$ cat src/inc/slpd_pkg.sv
package slpd_pkg;
	// ----------------------------------------
	// Register map (word addresses)
	// ----------------------------------------
	localparam logic [15:0] ADDR_LAMP1_CTRL = 16'h404c;
	localparam logic [15:0] ADDR_LAMP2_CTRL = 16'h404d;
	// ----------------------------------------
	// Control register fields
	// ----------------------------------------
	localparam int SRC_HI = 15;
	localparam int SRC_LO = 14;
	localparam int PAT_HI = 9;
	localparam int PAT_LO = 8;
	localparam int CNT_HI = 5;
	localparam int CNT_LO = 4;
	localparam int ONT_HI = 3;
	localparam int ONT_LO = 2;
	localparam int RAT_HI = 1;
	localparam int RAT_LO = 0;
	localparam logic [15:0] CTRL_RESET = 16'hc026;
	localparam logic [15:0] CTRL_MASK = 16'hc33f;
	// ----------------------------------------
	// Encodings
	// ----------------------------------------
	localparam logic [1:0] SRC_OFF = 2'h0;
	localparam logic [1:0] SRC_POWER = 2'h1;
	localparam logic [1:0] SRC_MANUAL = 2'h3;
	localparam logic [1:0] PAT_OFF = 2'h0;
	localparam logic [1:0] PAT_CONST = 2'h1;
	localparam logic [1:0] PAT_CONT = 2'h2;
	localparam logic [1:0] PAT_SEQ = 2'h3;
	localparam logic [1:0] ONT_1S = 2'h0;
	localparam logic [1:0] ONT_250MS = 2'h1;
	localparam logic [1:0] RAT_1_1 = 2'h0;
	localparam logic [1:0] RAT_1_3 = 2'h2;
	localparam logic [1:0] RAT_1_7 = 2'h3;
	localparam logic [1:0] CNT_4 = 2'h2;
	// ----------------------------------------
	// Timing: base unit 62.5 ms, given in us
	// ----------------------------------------
	localparam int CLK_MHZ = 100;
	localparam int UNIT_US = 62500;
	localparam int UNIT_CYCLES = UNIT_US * CLK_MHZ;
	// On time in 62.5 ms units per code: 1 s, 250 ms, 125 ms, 62.5 ms
	localparam logic [4:0] ONT_UNITS_0 = 5'h10;
	localparam logic [4:0] ONT_UNITS_1 = 5'h04;
	localparam logic [4:0] ONT_UNITS_2 = 5'h02;
	localparam logic [4:0] ONT_UNITS_3 = 5'h01;
	// Off multiplier per ratio code: 1, 2, 3, 7
	localparam logic [2:0] RAT_MUL_0 = 3'h1;
	localparam logic [2:0] RAT_MUL_1 = 3'h2;
	localparam logic [2:0] RAT_MUL_2 = 3'h3;
	localparam logic [2:0] RAT_MUL_3 = 3'h7;
	// Pulse count per code: 1, 2, 4, 7
	localparam logic [2:0] CNT_VAL_0 = 3'h1;
	localparam logic [2:0] CNT_VAL_1 = 3'h2;
	localparam logic [2:0] CNT_VAL_2 = 3'h4;
	localparam logic [2:0] CNT_VAL_3 = 3'h7;
	// Pattern request carried to a channel
	typedef struct packed {
		logic enable;
		logic steady;
		logic counted;
		logic [1:0] on_time;
		logic [1:0] ratio;
		logic [1:0] count;
	} slpd_req_t;
	typedef struct packed {
		logic seq_fail;
		logic low_supply;
		logic on_state;
		logic sleep_state;
	} slpd_pwr_t;
endpackage

$ cat src/logic/slpd_pulse.sv
// Pulse train engine for one lamp: on/off timing and optional pulse count
module slpd_pulse #(
	parameter int UNIT_CYC = slpd_pkg::UNIT_CYCLES
) (
	input wire logic sys_clk, // Clock
	input wire logic rst_n, // Async reset
	input wire logic clk_en, // Freeze when low
	input wire logic restart, // Restart the pattern
	input wire slpd_pkg::slpd_req_t req, // Requested pattern
	output logic lamp, // Lamp drive
	output logic done // Counted sequence finished
);
	typedef enum logic [1:0] {slpd_idle, slpd_on, slpd_off, slpd_done} slpd_st_t;
	slpd_st_t st_q;
	logic [31:0] tick_q;
	logic [7:0] unit_q;
	logic [2:0] pulses_q;
	logic tick;
	logic [7:0] on_units;
	logic [7:0] off_units;
	logic [2:0] target;

	// Decode the selected on time, off time and count
	always_comb begin
		case (req.on_time)
			2'h0: on_units = {3'h0, slpd_pkg::ONT_UNITS_0};
			2'h1: on_units = {3'h0, slpd_pkg::ONT_UNITS_1};
			2'h2: on_units = {3'h0, slpd_pkg::ONT_UNITS_2};
			default: on_units = {3'h0, slpd_pkg::ONT_UNITS_3};
		endcase
		case (req.ratio)
			2'h0: off_units = on_units * {5'h0, slpd_pkg::RAT_MUL_0};
			2'h1: off_units = on_units * {5'h0, slpd_pkg::RAT_MUL_1};
			2'h2: off_units = on_units * {5'h0, slpd_pkg::RAT_MUL_2};
			default: off_units = on_units * {5'h0, slpd_pkg::RAT_MUL_3};
		endcase
		case (req.count)
			2'h0: target = slpd_pkg::CNT_VAL_0;
			2'h1: target = slpd_pkg::CNT_VAL_1;
			2'h2: target = slpd_pkg::CNT_VAL_2;
			default: target = slpd_pkg::CNT_VAL_3;
		endcase
	end

	// Slow timebase: one tick every 62.5 ms
	assign tick = (tick_q == 32'(UNIT_CYC - 1));
	always_ff @(posedge sys_clk or negedge rst_n) begin
		if (!rst_n) begin
			tick_q <= 32'h0;
		end else if (clk_en) begin
			if (tick || restart) begin
				tick_q <= 32'h0;
			end else begin
				tick_q <= tick_q + 32'h1;
			end
		end
	end

	// On/off sequencer
	always_ff @(posedge sys_clk or negedge rst_n) begin
		if (!rst_n) begin
			st_q <= slpd_idle;
			unit_q <= 8'h0;
			pulses_q <= 3'h0;
		end else if (clk_en) begin
			if (restart || !req.enable || req.steady) begin
				st_q <= req.enable && !req.steady ? slpd_on : slpd_idle;
				unit_q <= 8'h0;
				pulses_q <= 3'h0;
			end else begin
				case (st_q)
					slpd_idle: begin
						st_q <= slpd_on;
					end
					slpd_on: begin
						if (tick) begin
							if (unit_q + 8'h1 >= on_units) begin
								unit_q <= 8'h0;
								// Count only in counted mode so a later sequence starts from zero
								pulses_q <= req.counted ? pulses_q + 3'h1 : 3'h0;
								st_q <= slpd_off;
							end else begin
								unit_q <= unit_q + 8'h1;
							end
						end
					end
					slpd_off: begin
						if (tick) begin
							if (unit_q + 8'h1 >= off_units) begin
								unit_q <= 8'h0;
								// Last pulse ends with its off time, then stays dark
								st_q <= (req.counted && pulses_q >= target) ? slpd_done : slpd_on;
							end else begin
								unit_q <= unit_q + 8'h1;
							end
						end
					end
					slpd_done: begin
						// Leave the dark end only on restart, disable or steady request, or if a continuous pattern replaces the sequence
						st_q <= req.counted ? slpd_done : slpd_on;
					end
					default: st_q <= slpd_idle;
				endcase
			end
		end
	end

	// Registered lamp drive
	always_ff @(posedge sys_clk or negedge rst_n) begin
		if (!rst_n) begin
			lamp <= 1'b0;
		end else if (clk_en) begin
			lamp <= req.enable && (req.steady || (st_q == slpd_on && !restart));
		end
	end

	assign done = (st_q == slpd_done);
endmodule

$ cat src/logic/slpd_top.sv
module slpd_top #(
	parameter int UNIT_CYC = slpd_pkg::UNIT_CYCLES // Cycles per 62.5 ms
) (
	input wire logic sys_clk, // Clock 100 MHz
	input wire logic rst_n, // Async reset, active low
	input wire logic clk_en, // Freeze all state when low
	input wire logic [15:0] reg_addr, // Register address
	input wire logic [15:0] reg_wdata, // Write data
	input wire logic reg_wr, // Write strobe
	input wire logic reg_rd, // Read strobe
	output logic [15:0] reg_rdata, // Read data, cycle after strobe
	input wire slpd_pkg::slpd_pwr_t pwr, // Power condition indications
	input wire logic prog_done, // Auto-program complete
	input wire logic prog_error, // Auto-program error
	output logic seq_fail_ack, // Four failure pulses emitted
	output logic lamp1, // Lamp channel one
	output logic lamp2 // Lamp channel two
);
	logic [15:0] ctrl_q [2];
	logic [1:0] hit;
	logic restart [2];
	logic [1:0] lamp_raw;
	logic [1:0] seq_done;
	logic force_q [2];
	logic [1:0] prog_in;
	logic [1:0] fail_done;
	logic active;
	slpd_pkg::slpd_req_t req [2];

	// ----------------------------------------
	// Register file
	// ----------------------------------------
	assign hit[0] = (reg_addr == slpd_pkg::ADDR_LAMP1_CTRL);
	assign hit[1] = (reg_addr == slpd_pkg::ADDR_LAMP2_CTRL);
	assign prog_in = {prog_error, prog_done};
	assign active = pwr.on_state || pwr.sleep_state;

	genvar g;
	generate
		for (g = 0; g < 2; g++) begin : g_ch
			// Control register per channel, reset values identical
			always_ff @(posedge sys_clk or negedge rst_n) begin
				if (!rst_n) begin
					ctrl_q[g] <= slpd_pkg::CTRL_RESET;
				end else if (clk_en && reg_wr && hit[g]) begin
					ctrl_q[g] <= reg_wdata & slpd_pkg::CTRL_MASK;
				end
			end

			// A changed source or pattern restarts the channel's pattern
			always_ff @(posedge sys_clk or negedge rst_n) begin
				if (!rst_n) begin
					restart[g] <= 1'b0;
				end else if (clk_en) begin
					restart[g] <= reg_wr && hit[g] &&
						((reg_wdata[slpd_pkg::SRC_HI:slpd_pkg::SRC_LO] !=
						ctrl_q[g][slpd_pkg::SRC_HI:slpd_pkg::SRC_LO]) ||
						(reg_wdata[slpd_pkg::PAT_HI:slpd_pkg::PAT_LO] !=
						ctrl_q[g][slpd_pkg::PAT_HI:slpd_pkg::PAT_LO]));
				end
			end

			// Auto-program indication latches until device reset
			always_ff @(posedge sys_clk or negedge rst_n) begin
				if (!rst_n) begin
					force_q[g] <= 1'b0;
				end else if (clk_en && prog_in[g]) begin
					force_q[g] <= 1'b1;
				end
			end

			// Choose the pattern for this channel
			always_comb begin
				logic [1:0] src;
				logic [1:0] pat;
				src = ctrl_q[g][slpd_pkg::SRC_HI:slpd_pkg::SRC_LO];
				pat = ctrl_q[g][slpd_pkg::PAT_HI:slpd_pkg::PAT_LO];
				req[g] = '0;
				if (force_q[g]) begin
					req[g].enable = 1'b1;
					req[g].steady = 1'b1;
				end else if (src == slpd_pkg::SRC_POWER) begin
					// Failure first, then low supply, ON, SLEEP
					if (pwr.seq_fail) begin
						req[g].enable = 1'b1;
						req[g].counted = 1'b1;
						req[g].on_time = slpd_pkg::ONT_1S;
						req[g].ratio = slpd_pkg::RAT_1_1;
						req[g].count = slpd_pkg::CNT_4;
					end else if (pwr.low_supply && active) begin
						req[g].enable = 1'b1;
						req[g].on_time = slpd_pkg::ONT_250MS;
						req[g].ratio = slpd_pkg::RAT_1_3;
					end else if (pwr.on_state) begin
						req[g].enable = 1'b1;
						req[g].steady = 1'b1;
					end else if (pwr.sleep_state) begin
						req[g].enable = 1'b1;
						req[g].on_time = slpd_pkg::ONT_250MS;
						req[g].ratio = slpd_pkg::RAT_1_7;
					end
				end else if (src == slpd_pkg::SRC_MANUAL && active) begin
					// Software drives the lamp directly
					req[g].enable = (pat != slpd_pkg::PAT_OFF);
					req[g].steady = (pat == slpd_pkg::PAT_CONST);
					req[g].counted = (pat == slpd_pkg::PAT_SEQ);
					req[g].on_time = ctrl_q[g][slpd_pkg::ONT_HI:slpd_pkg::ONT_LO];
					req[g].ratio = ctrl_q[g][slpd_pkg::RAT_HI:slpd_pkg::RAT_LO];
					req[g].count = ctrl_q[g][slpd_pkg::CNT_HI:slpd_pkg::CNT_LO];
				end
			end

			slpd_pulse #(
				.UNIT_CYC(UNIT_CYC)
			) u_pulse (
				.sys_clk(sys_clk),
				.rst_n(rst_n),
				.clk_en(clk_en),
				.restart(restart[g]),
				.req(req[g]),
				.lamp(lamp_raw[g]),
				.done(seq_done[g])
			);

			// Failure sequence finished on a power-status channel
			assign fail_done[g] = seq_done[g] && !force_q[g] && pwr.seq_fail &&
				(ctrl_q[g][slpd_pkg::SRC_HI:slpd_pkg::SRC_LO] == slpd_pkg::SRC_POWER);
		end
	endgenerate

	// ----------------------------------------
	// Outputs
	// ----------------------------------------
	assign lamp1 = lamp_raw[0];
	assign lamp2 = lamp_raw[1];

	// Tells the power sequencer it may now move to OFF
	always_ff @(posedge sys_clk or negedge rst_n) begin
		if (!rst_n) begin
			seq_fail_ack <= 1'b0;
		end else if (clk_en) begin
			seq_fail_ack <= |fail_done;
		end
	end

	// Read data valid only in the cycle after the strobe
	always_ff @(posedge sys_clk or negedge rst_n) begin
		if (!rst_n) begin
			reg_rdata <= 16'h0;
		end else if (clk_en) begin
			if (reg_rd && hit[0]) begin
				reg_rdata <= ctrl_q[0];
			end else if (reg_rd && hit[1]) begin
				reg_rdata <= ctrl_q[1];
			end else begin
				reg_rdata <= 16'h0;
			end
		end
	end
endmodule

$ cat config.mk
export PLATFORM = sky130hd
export DESIGN_NAME = slpd_top
export DESIGN_NICKNAME = d
export VERILOG_FILES = /design/src/inc/slpd_pkg.sv /design/src/logic/slpd_pulse.sv /design/src/logic/slpd_top.sv
export SDC_FILE = /design/constraint.sdc
export NUM_CORES = 1
export LEC_CHECK = 0
export ABC_AREA = 1
export BUFFER_PORTS_ARGS = -buffer_cell sky130_fd_sc_hd__buf_2
export CAP_MARGIN = 20
export CORE_MARGIN = 1
export CORE_UTILIZATION = 35
export DETAILED_ROUTE_END_ITERATION = 10
export SLEW_MARGIN = 40
export SYNTH_ARGS = -nofsm -noshare
export SYNTH_HDL_FRONTEND = slang
export SYNTH_SLANG_ARGS = --single-unit
$ cat constraint.sdc
create_clock -name sys_clk -period 3.8 [get_ports sys_clk]
set_input_delay 0.19 -clock sys_clk [delete_from_list [all_inputs] [get_ports sys_clk]]
set_output_delay 0.19 -clock sys_clk [all_outputs]
set_load 0.05 [all_outputs]
==> summary.md, run 1 <==
| Metric | Value |
|---|---|
| Status | `complete, no violations` |
| Cell Chain, Critical Path | `nand2_1 > nor2_4 > inv_1 > o21ai_0 > nand3_1 > inv_1 > ha_1 > ha_1 > nand2_1 > a21oi_1 > xor2_1 > a22oi_1 > ha_1 > nand2_1 > inv_1 > nand4_1 > nor2_1 > nor2_1 > nand4_1 > nand2_1 > nand2_1 > nand2_1` |
| Hold Path Stages | `3` |
| Worst Clk Skew | `0.00996 ns` |
| Yosys warnings | `0` |
| EDFF count, synth | `0` |
| Clk pin slew, worst setup/hold paths | `0.06 ns` |
| LEAKAGE | `5.18 nW` |
| DR WL/cell | `13.2 um` |
| Die X | `165 um` |
| Hold Path Class | `primary input to flop` |
| Kind of cell adding the most delay to the critical path | `simple AND/OR/NAND/NOR gates` |
| Routed vias | `8406` |
| Final worst slack | `0.346 ns` |
| Core Util, Final | `0.404` |
| Worst Path Arrival | `3.80 ns` |
| Post-Place Worst Slack | `0.0991 ns` |
| Starting density of the core | `0.357` |
| Origin of the worst min-delay path | `reg_wdata[1]` |
| Maxcap violations | `0` |
| Max Slew Vio Count | `0` |
| Root buf cell | `clkbuf_16` |
| Clk_lat worst skew | `0.42 ns` |
| Final nets | `1482` |
| Initial antenna violation count | `0` |
| Tot GR Track Use | `0.175` |
| R2R Setup Slk | `0.35 ns` |
| Reg2Reg Depth | `22` |
| R2r endpoint | `g_ch[1].u_pulse.st_q[1]` |
| CP max FO | `6` |
| Synth Flop Type | `dfrtp_1` |
| Netlist Area Pre-Place | `9300 um2` |
| PD cells | `337 nW/um2` |
| Register area share after synthesis | `0.343` |
| Crit Path Category | `flop to flop` |
| Clk buf depth | `2` |
| Die height | `165 um` |
| Worst Max-Slew Pin Slew | `0.690 ns` |
| Crit path launch type | `flop` |
| CORE AREA | `26100 um2` |
| VDD IR max | `0.000230 V` |
| Hold endpoint | `ctrl_q[1]` |
| Syn avg cell area | `7.03 um2` |
| Share of cells above drive strength 1 | `0.119` |
| Grt ovf | `0` |
| Endpoints failing setup | `0` |
| GPL Wtd Cong | `0.871` |
| Largest net degree at the start of global routing | `73` |
| Total setup buffers inserted after CTS | `0` |
| Vias per cell | `4.87` |
| Final Hold Fails | `0` |
| Remaining antenna violation count | `0` |
| H-Tree Depth | `4` |
| R2r startpoint | `ctrl_q[15]` |
| Setup TNS | `0 ns` |
| Routed WL | `22700 um` |
| CP required | `4.15 ns` |
| Post-synthesis xor/xnor area fraction | `0.0226` |
| Worst slew margin | `0.539` |
| Area grow syn2layout | `13.1%` |
| Slowest cell on crit path | `dfstp_2` |
| First drt pass iteration count | `7` |
| Post-synth ARST share | `1.00` |
| Clk sinks | `127` |
| Mapped Cells | `1322` |
| Vias in the first global route | `7906` |
| Number of I/O pins | `62` |
| Worst path bufs/invs | `3` |
| FMAX | `0.290 GHz` |
| Post-synthesis compound-gate area fraction | `0.106` |
| Power, Total | `0.00354 W` |
| DP Cell Count | `1692` |
| Row count | `59` |
| First-pass GRT wire length | `37900 um` |
| Mux cell area share after synthesis | `0` |
| DRC violations left | `0` |
| Main combinational cell family by area after synthesis | `simple AND/OR/NAND/NOR gates` |
| Synth Area in Simple Gates | `0.350` |
| Period minus WS final | `3.45 ns` |
| Die ar. | `27200 um2` |
| RSZ-0062 raised after global routing | `false` |
| Crit share post-route | `0.909` |
| Cts bufs inserted | `17` |
| Adder-Cell Fraction of Synth Area | `0.0807` |
| Distinct cells, synth | `56` |
| # diodes | `0` |
| Iter 0 DRT Violations | `540` |
| CP most frequent cell | `nand2_1` |
| Cell Count, Final, Fillers Out | `1726` |
| HPWL Detailed | `17300 um` |
| IO Port Bufs | `49` |
| TritonCTS clock tree | `done` |
| Critical Path Max Stage Delay | `0.57 ns` |
| Setup crit end kind | `flop` |
| #FFs+latches synth | `127` |
-- worst min-delay path, stage by stage --
cell     delay, ns
buf_2         0.09
inv_1         0.05
o21ai_0       0.08
-- cell families after synthesis --
group / after synthesis
AOI/OAI and AO/OA: 173
xor gates and xnor gates: 24
adders and majority gates: 60
buffers and inverters: 230
DFF: 127
other: 1
and+or+nand+nor: 707
-- report_power, final --
| part | internal (W) | switching, W | leakage (nW) |
|---|---|---|---|
| clock | 0.000998 | 0.000624 | 0.273 |
| combinational | 0.000124 | 0.000245 | 3.33 |
| sequential | 0.00144 | 0.000115 | 1.57 |
| total | 0.00256 | 0.000985 | 5.18 |
-- cell usage after synthesis (5+ instances only) --
cell type	count	area (um2)
a21oi_1	45	225
buf_4	7	52.6
clkbuf_1	10	37.5
dfrtp_1	117	2930
dfstp_2	10	263
ha_1	60	751
inv_1	197	739
inv_2	8	30.0
nand2_1	350	1310
nand2_2	15	93.8
nand3_1	81	405
nand3_2	10	100
nand3b_1	6	45.0
nand4_1	33	206
nor2_1	127	477
nor2_2	11	68.8
nor2_4	9	101
nor3_1	42	210
nor4_1	5	31.3
o211ai_1	5	37.5
o21ai_0	68	340
o21ai_1	11	55.1
o22ai_1	10	62.6
o31ai_1	9	67.6
xor2_1	24	210
-- flip-flops by register name (all words and copies together) (netlist names) --
register	cells
g_ch.u_pulse.pulses_q	6
g_ch.u_pulse.st_q	4
restart	2
reg_rdata	10
ctrl_q	20
force_q	2
g_ch.u_pulse.lamp	2
seq_fail_ack	1
g_ch.u_pulse.unit_q	16
g_ch.u_pulse.tick_q	64
-- layer usage --
| metal | up-vias | global-route usage | share of wire |
|---|---|---|---|
| met1 | 3865 | 0.241 | 0.50 |
| met3 | 11 | 0.0261 | 0.029 |
| met4 | 0 | 0.0513 | 0.010 |
| met2 | 143 | 0.284 | 0.46 |
| li1 | 4387 | - | - |
| met5 | - | 0 | 0 |
-- final cells by class --
| class | instances | area (um2) |
|---|---|---|
| fill | 2719 | 15500 |
| multi-input combinational | 970 | 5240 |
| clock buffer | 22 | 464 |
| timing repair buffer | 56 | 312 |
| inverter | 207 | 777 |
| tap | 335 | 419 |
| sequential | 127 | 3190 |
| clock inverter | 9 | 110 |
-- cell usage in the layout (no fill, tap or decap), types with 4 or more instances in the layout --
master	instances
nand2_1	349
inv_1	195
nor2_1	126
dfrtp_1	117
nand3_1	80
o21ai_0	66
ha_1	59
buf_2	48
a21oi_1	45
nor3_1	42
nand4_1	33
xor2_1	24
clkbuf_16	17
nand2_2	15
o21ai_1	13
nor2_2	12
nand3_2	11
inv_2	10
o22ai_1	10
dfstp_2	10
nor2_4	9
o31ai_1	9
nand3b_1	6
conb_1	6
o211ai_1	5
nor4_1	5
a31oi_1	4
a211oi_1	4
nand2_4	4
buf_4	4
-- how the worst max path moves through the flow --
| stage | startpoint | endpoint | slack (ns) | cells past startpoint |
|---|---|---|---|---|
| floorplan | ctrl_q[31] | g_ch[0].u_pulse.unit_q[0] | 0.58 | 23 |
| global route | ctrl_q[14] | g_ch[1].u_pulse.st_q[1] | 0.009 | 22 |
| detailed placement | ctrl_q[31] | g_ch[0].u_pulse.unit_q[2] | 0.1 | 23 |
| global placement | ctrl_q[31] | g_ch[0].u_pulse.unit_q[5] | 0.21 | 23 |
| finish | ctrl_q[15] | g_ch[1].u_pulse.st_q[1] | 0.35 | 22 |
| CTS | ctrl_q[31] | g_ch[0].u_pulse.unit_q[2] | 0.09 | 23 |
-- through the flow --
step / hold WS, ns / instance area (um2)
4_1_cts: 0.000808 / 10500
6_report: 0.0106 / 10500
3_5_place_dp: 0.259 / 9890
2_1_floorplan: -0.106 / 9320
5_1_grt: 0.0145 / 10500
3_3_place_gp: 0.264 / 9890
-- timing repair --
action                     in CTS  in global routing
hold endpoints to repair       68                  0
setup endpoints to repair       0                  9
resized for setup               0                  8
hold buffers                    3                  0
Power figures use the tool's default switching activity.
==> run 2: changes to the inputs <==
--- a/config.mk
+++ b/config.mk
@@ -5,12 +5,13 @@
 export SDC_FILE = /design/constraint.sdc
 export NUM_CORES = 1
 export LEC_CHECK = 0
-export ABC_AREA = 1
+export ABC_AREA = 0
 export BUFFER_PORTS_ARGS = -buffer_cell sky130_fd_sc_hd__buf_2
 export CAP_MARGIN = 20
 export CORE_MARGIN = 1
 export CORE_UTILIZATION = 35
 export DETAILED_ROUTE_END_ITERATION = 10
+export PLACE_DENSITY = 0.58
 export SLEW_MARGIN = 40
 export SYNTH_ARGS = -nofsm -noshare
 export SYNTH_HDL_FRONTEND = slang
==> run 2 against run 1 <==
Compared with the run above: utilization increased by 2.2 points; worst hold slack gained 0.0093 ns; highest routed layer unchanged; die area is 12% lower; largest power group unchanged; critical endpoint is now g_ch[0].u_pulse.st_q[0]; sequential cell count did not move; critical path type unchanged.
==> summary.md, run 2 <==
| Metric | Value |
|---|---|
| Status | `complete, no violations` |
| Root buf cell | `clkbuf_16` |
| Clk_lat worst skew | `0.42 ns (about the same)` |
| DP Cell Count | `1241 (-27%)` |
| Routed vias | `6478 (-23%)` |
| CP required | `4.13 ns (-0.02 ns)` |
| Number of I/O pins | `62 (unchanged)` |
| Vias per cell | `5.04 (+3.5%)` |
| Die height | `155 um (-6.2%)` |
| Largest registers | `g_ch.u_pulse.tick_q (64), ctrl_q (20), g_ch.u_pulse.unit_q (16)` |
| Endpoints failing setup | `0 (unchanged)` |
| CORE AREA | `22800 um2 (-13%)` |
| Row count | `55 (-6.8%)` |
| Period minus WS final | `3.64 ns (+0.182 ns)` |
| Synth Flop Type | `dfrtp_1` |
| Worst path bufs/invs | `1 (-2)` |
| Initial antenna violation count | `0 (unchanged)` |
| Tot GR Track Use | `0.159 (-0.0166)` |
| Commonest non-fill, non-tap cells in the layout | `117 x dfrtp_1, 97 x nor2_1, 75 x nand2_1` |
| Post-Place Worst Slack | `0.0486 ns (-0.0505 ns)` |
| First drt pass iteration count | `5 (-2)` |
| Final nets | `1062 (-28%)` |
| Clk pin slew, worst setup/hold paths | `0.06 ns (about the same)` |
| First-pass GRT wire length | `30600 um (-19%)` |
| Max Slew Vio Count | `0 (unchanged)` |
| Setup crit end kind | `flop` |
| Starting density of the core | `0.358 (+0.00142)` |
| Most common cell in the synthesized netlist | `dfrtp_1` |
| Crit Path Category | `flop to flop` |
| Netlist Area Pre-Place | `8160 um2 (-12%)` |
| CP max FO | `5 (-1)` |
| Final worst slack | `0.164 ns (-0.182 ns)` |
| Cell Count, Final, Fillers Out | `1285 (-26%)` |
| Top reg by flops | `g_ch.u_pulse.tick_q` |
| Crit path launch | `ctrl_q[31]` |
| R2r startpoint | `ctrl_q[31]` |
| FMAX | `0.275 GHz (-5.0%)` |
| Register area share after synthesis | `0.391 (+0.0479)` |
| IO Port Bufs | `49 (unchanged)` |
| Mapped Cells | `883 (-33%)` |
| GPL Wtd Cong | `0.833 (-4.3%)` |
| Synth top area cells | `dfrtp_1 36%, ha_1 9.2%, xor2_1 5.4%` |
| Worst Max-Slew Pin Slew | `0.723 ns (+0.0334 ns)` |
| Top-area cell type share of the netlist area | `0.359 (+0.0439)` |
| Setup TNS | `0 ns (unchanged)` |
| Cts bufs inserted | `17 (unchanged)` |
| PD cells | `352 nW/um2 (+4.5%)` |
| Iter 0 DRT Violations | `345 (-36%)` |
| DRC violations left | `0 (unchanged)` |
| Yosys warnings | `0 (unchanged)` |
| Critical Path Max Stage Delay | `0.58 ns (about the same)` |
| Crit path launch type | `flop` |
| Area grow syn2layout | `18.7%` |
| VDD IR max | `0.000300 V (+31%)` |
| EDFF count, synth | `0 (unchanged)` |
| Slowest cell on crit path | `dfstp_2` |
| Kind of cell adding the most delay to the critical path | `compound AO/OA/AOI/OAI gates` |
| Worst Clk Skew | `0.0104 ns (+0.000435 ns)` |
| Worst Path Arrival | `3.97 ns (+0.17 ns)` |
| Grt ovf | `0 (unchanged)` |
| Crit share post-route | `0.957 (+0.0480)` |
| Syn avg cell area | `9.24 um2 (+31%)` |
| Clk buf depth | `2 (unchanged)` |
| Die X | `155 um (-6.2%)` |
| Worst slew margin | `0.515 (-0.0242)` |
| Cell Chain, Critical Path | `o211a_4 > nand2_1 > a21o_4 > inv_2 > ha_4 > ha_4 > a21oi_2 > nor2_1 > a22o_1 > o21ai_1 > a21oi_1 > ha_1 > a21oi_2 > nor2b_1 > o21ai_2 > a41oi_2 > and2_1 > and4_1 > a221oi_2` |
| Largest net degree at the start of global routing | `81 (+11%)` |
| LEAKAGE | `4.40 nW (-15%)` |
| TritonCTS clock tree | `done` |
| Routed WL | `18100 um (-20%)` |
| H-Tree Depth | `4 (unchanged)` |
| Share of cells above drive strength 1 | `0.194 (+0.0751)` |
| # diodes | `0 (unchanged)` |
| Die ar. | `23900 um2 (-12%)` |
| Origin of the worst min-delay path | `reg_wdata[1]` |
| DR WL/cell | `14.1 um (+7.0%)` |
| Maxcap violations | `0 (unchanged)` |
| Max FFs per register | `64 (unchanged)` |
| HPWL Detailed | `12900 um (-25%)` |
| Post-synth ARST share | `1.00 (unchanged)` |
| Remaining antenna violation count | `0 (unchanged)` |
| Fin Hold WS | `0.0200 ns (+0.00934 ns)` |
| Distinct cells, synth | `73 (+30%)` |
| Clk sinks | `127 (unchanged)` |
| #FFs+latches synth | `127 (unchanged)` |
| Post-synth top area cell | `dfrtp_1` |
| Vias in the first global route | `6223 (-21%)` |
| Hold Path Class | `primary input to flop` |
| Synth cell count leaders | `117 x dfrtp_1, 98 x nor2_1, 76 x nand2_1` |
| Commonest non-fill, non-tap cell in the layout | `dfrtp_1` |
| Final Hold Fails | `0 (unchanged)` |
[run 2: changes by cell type in the layout (fill, tap and decap cells not counted), moves of 14 or more]
cell and delta:
xnor2_1 +21, inv_1 -152, a21oi_1 -18, nand2_2 -14, xor2_1 +26, o21ai_0 -28
nor3_1 -37, mux2_2 +25, nand3_1 -35, mux2i_1 +15, buf_4 +28, nor2_1 -29
nand2_1 -274
[run 2: per-layer routing]
metal / GRT usage / share of wire
met4: 0.0481 / 0.010
met3: 0.0314 / 0.027
met2: 0.256 / 0.47
met1: 0.215 / 0.49
met5: 0 / 0
[run 2: repair_timing]
| action | in CTS | in global routing |
|---|---|---|
| endpoints found under the setup margin | 1 | 18 |
| pin swaps | 2 | 8 |
| hold endpoints to repair | 79 | 0 |
| buffers inserted | 2 | 6 |
| gates resized for setup | 0 | 27 |
| hold buffers | 4 | 0 |
[run 2: per-stage QoR]
step,util,total power (W),area [um2]
global placement,0.389,0.00173,8850
floorplan,-,0.00165,8180
CTS,0.418,0.00346,9520
finish,0.425,0.00341,9690
global route,0.425,0.00356,9690
detailed placement,0.389,0.00174,8860
[run 2: final timing paths]
path                       slack (ns)  depth (start not counted)                          to
setup / recovery                 0.16                         19     g_ch[0].u_pulse.st_q[0]
hold / removal                   0.02                          2                   ctrl_q[1]
setup reg to reg                 0.16                         19     g_ch[0].u_pulse.st_q[0]
hold reg to reg                  0.51                          1                seq_fail_ack
max in group asynchronous        2.60                          3  g_ch[1].u_pulse.tick_q[11]
min in group asynchronous        0.36                          2  g_ch[0].u_pulse.tick_q[19]
[run 2: logic make-up after synthesis]
family	share of synthesized area
adder cells (fa/ha/maj)	0.0920
AND/OR/NAND/NOR	0.220
XOR/XNOR	0.0762
AO/OA/AOI/OAI	0.128
flip-flops	0.391
other	0.000459
multiplexers	0.0529
buffers and inverters	0.0396
[run 2: area by class of cell]
type / count / area (um2)
flip-flops and latches: 127 / 3190
inverters: 45 / 169
repair buffers: 85 / 534
multi-input cells: 683 / 4790
clock inverters: 15 / 185
fillers: 2207 / 13100
well taps: 313 / 392
clock buffers: 17 / 425
[run 2: where the power goes]
part / switching [W] / internal (W) / total, W
Sequential: 0.0000726 / 0.00141 / 0.00148
Combinational: 0.000142 / 0.0000985 / 0.000240
Clock: 0.000651 / 0.00104 / 0.00169
Total: 0.000865 / 0.00255 / 0.00341
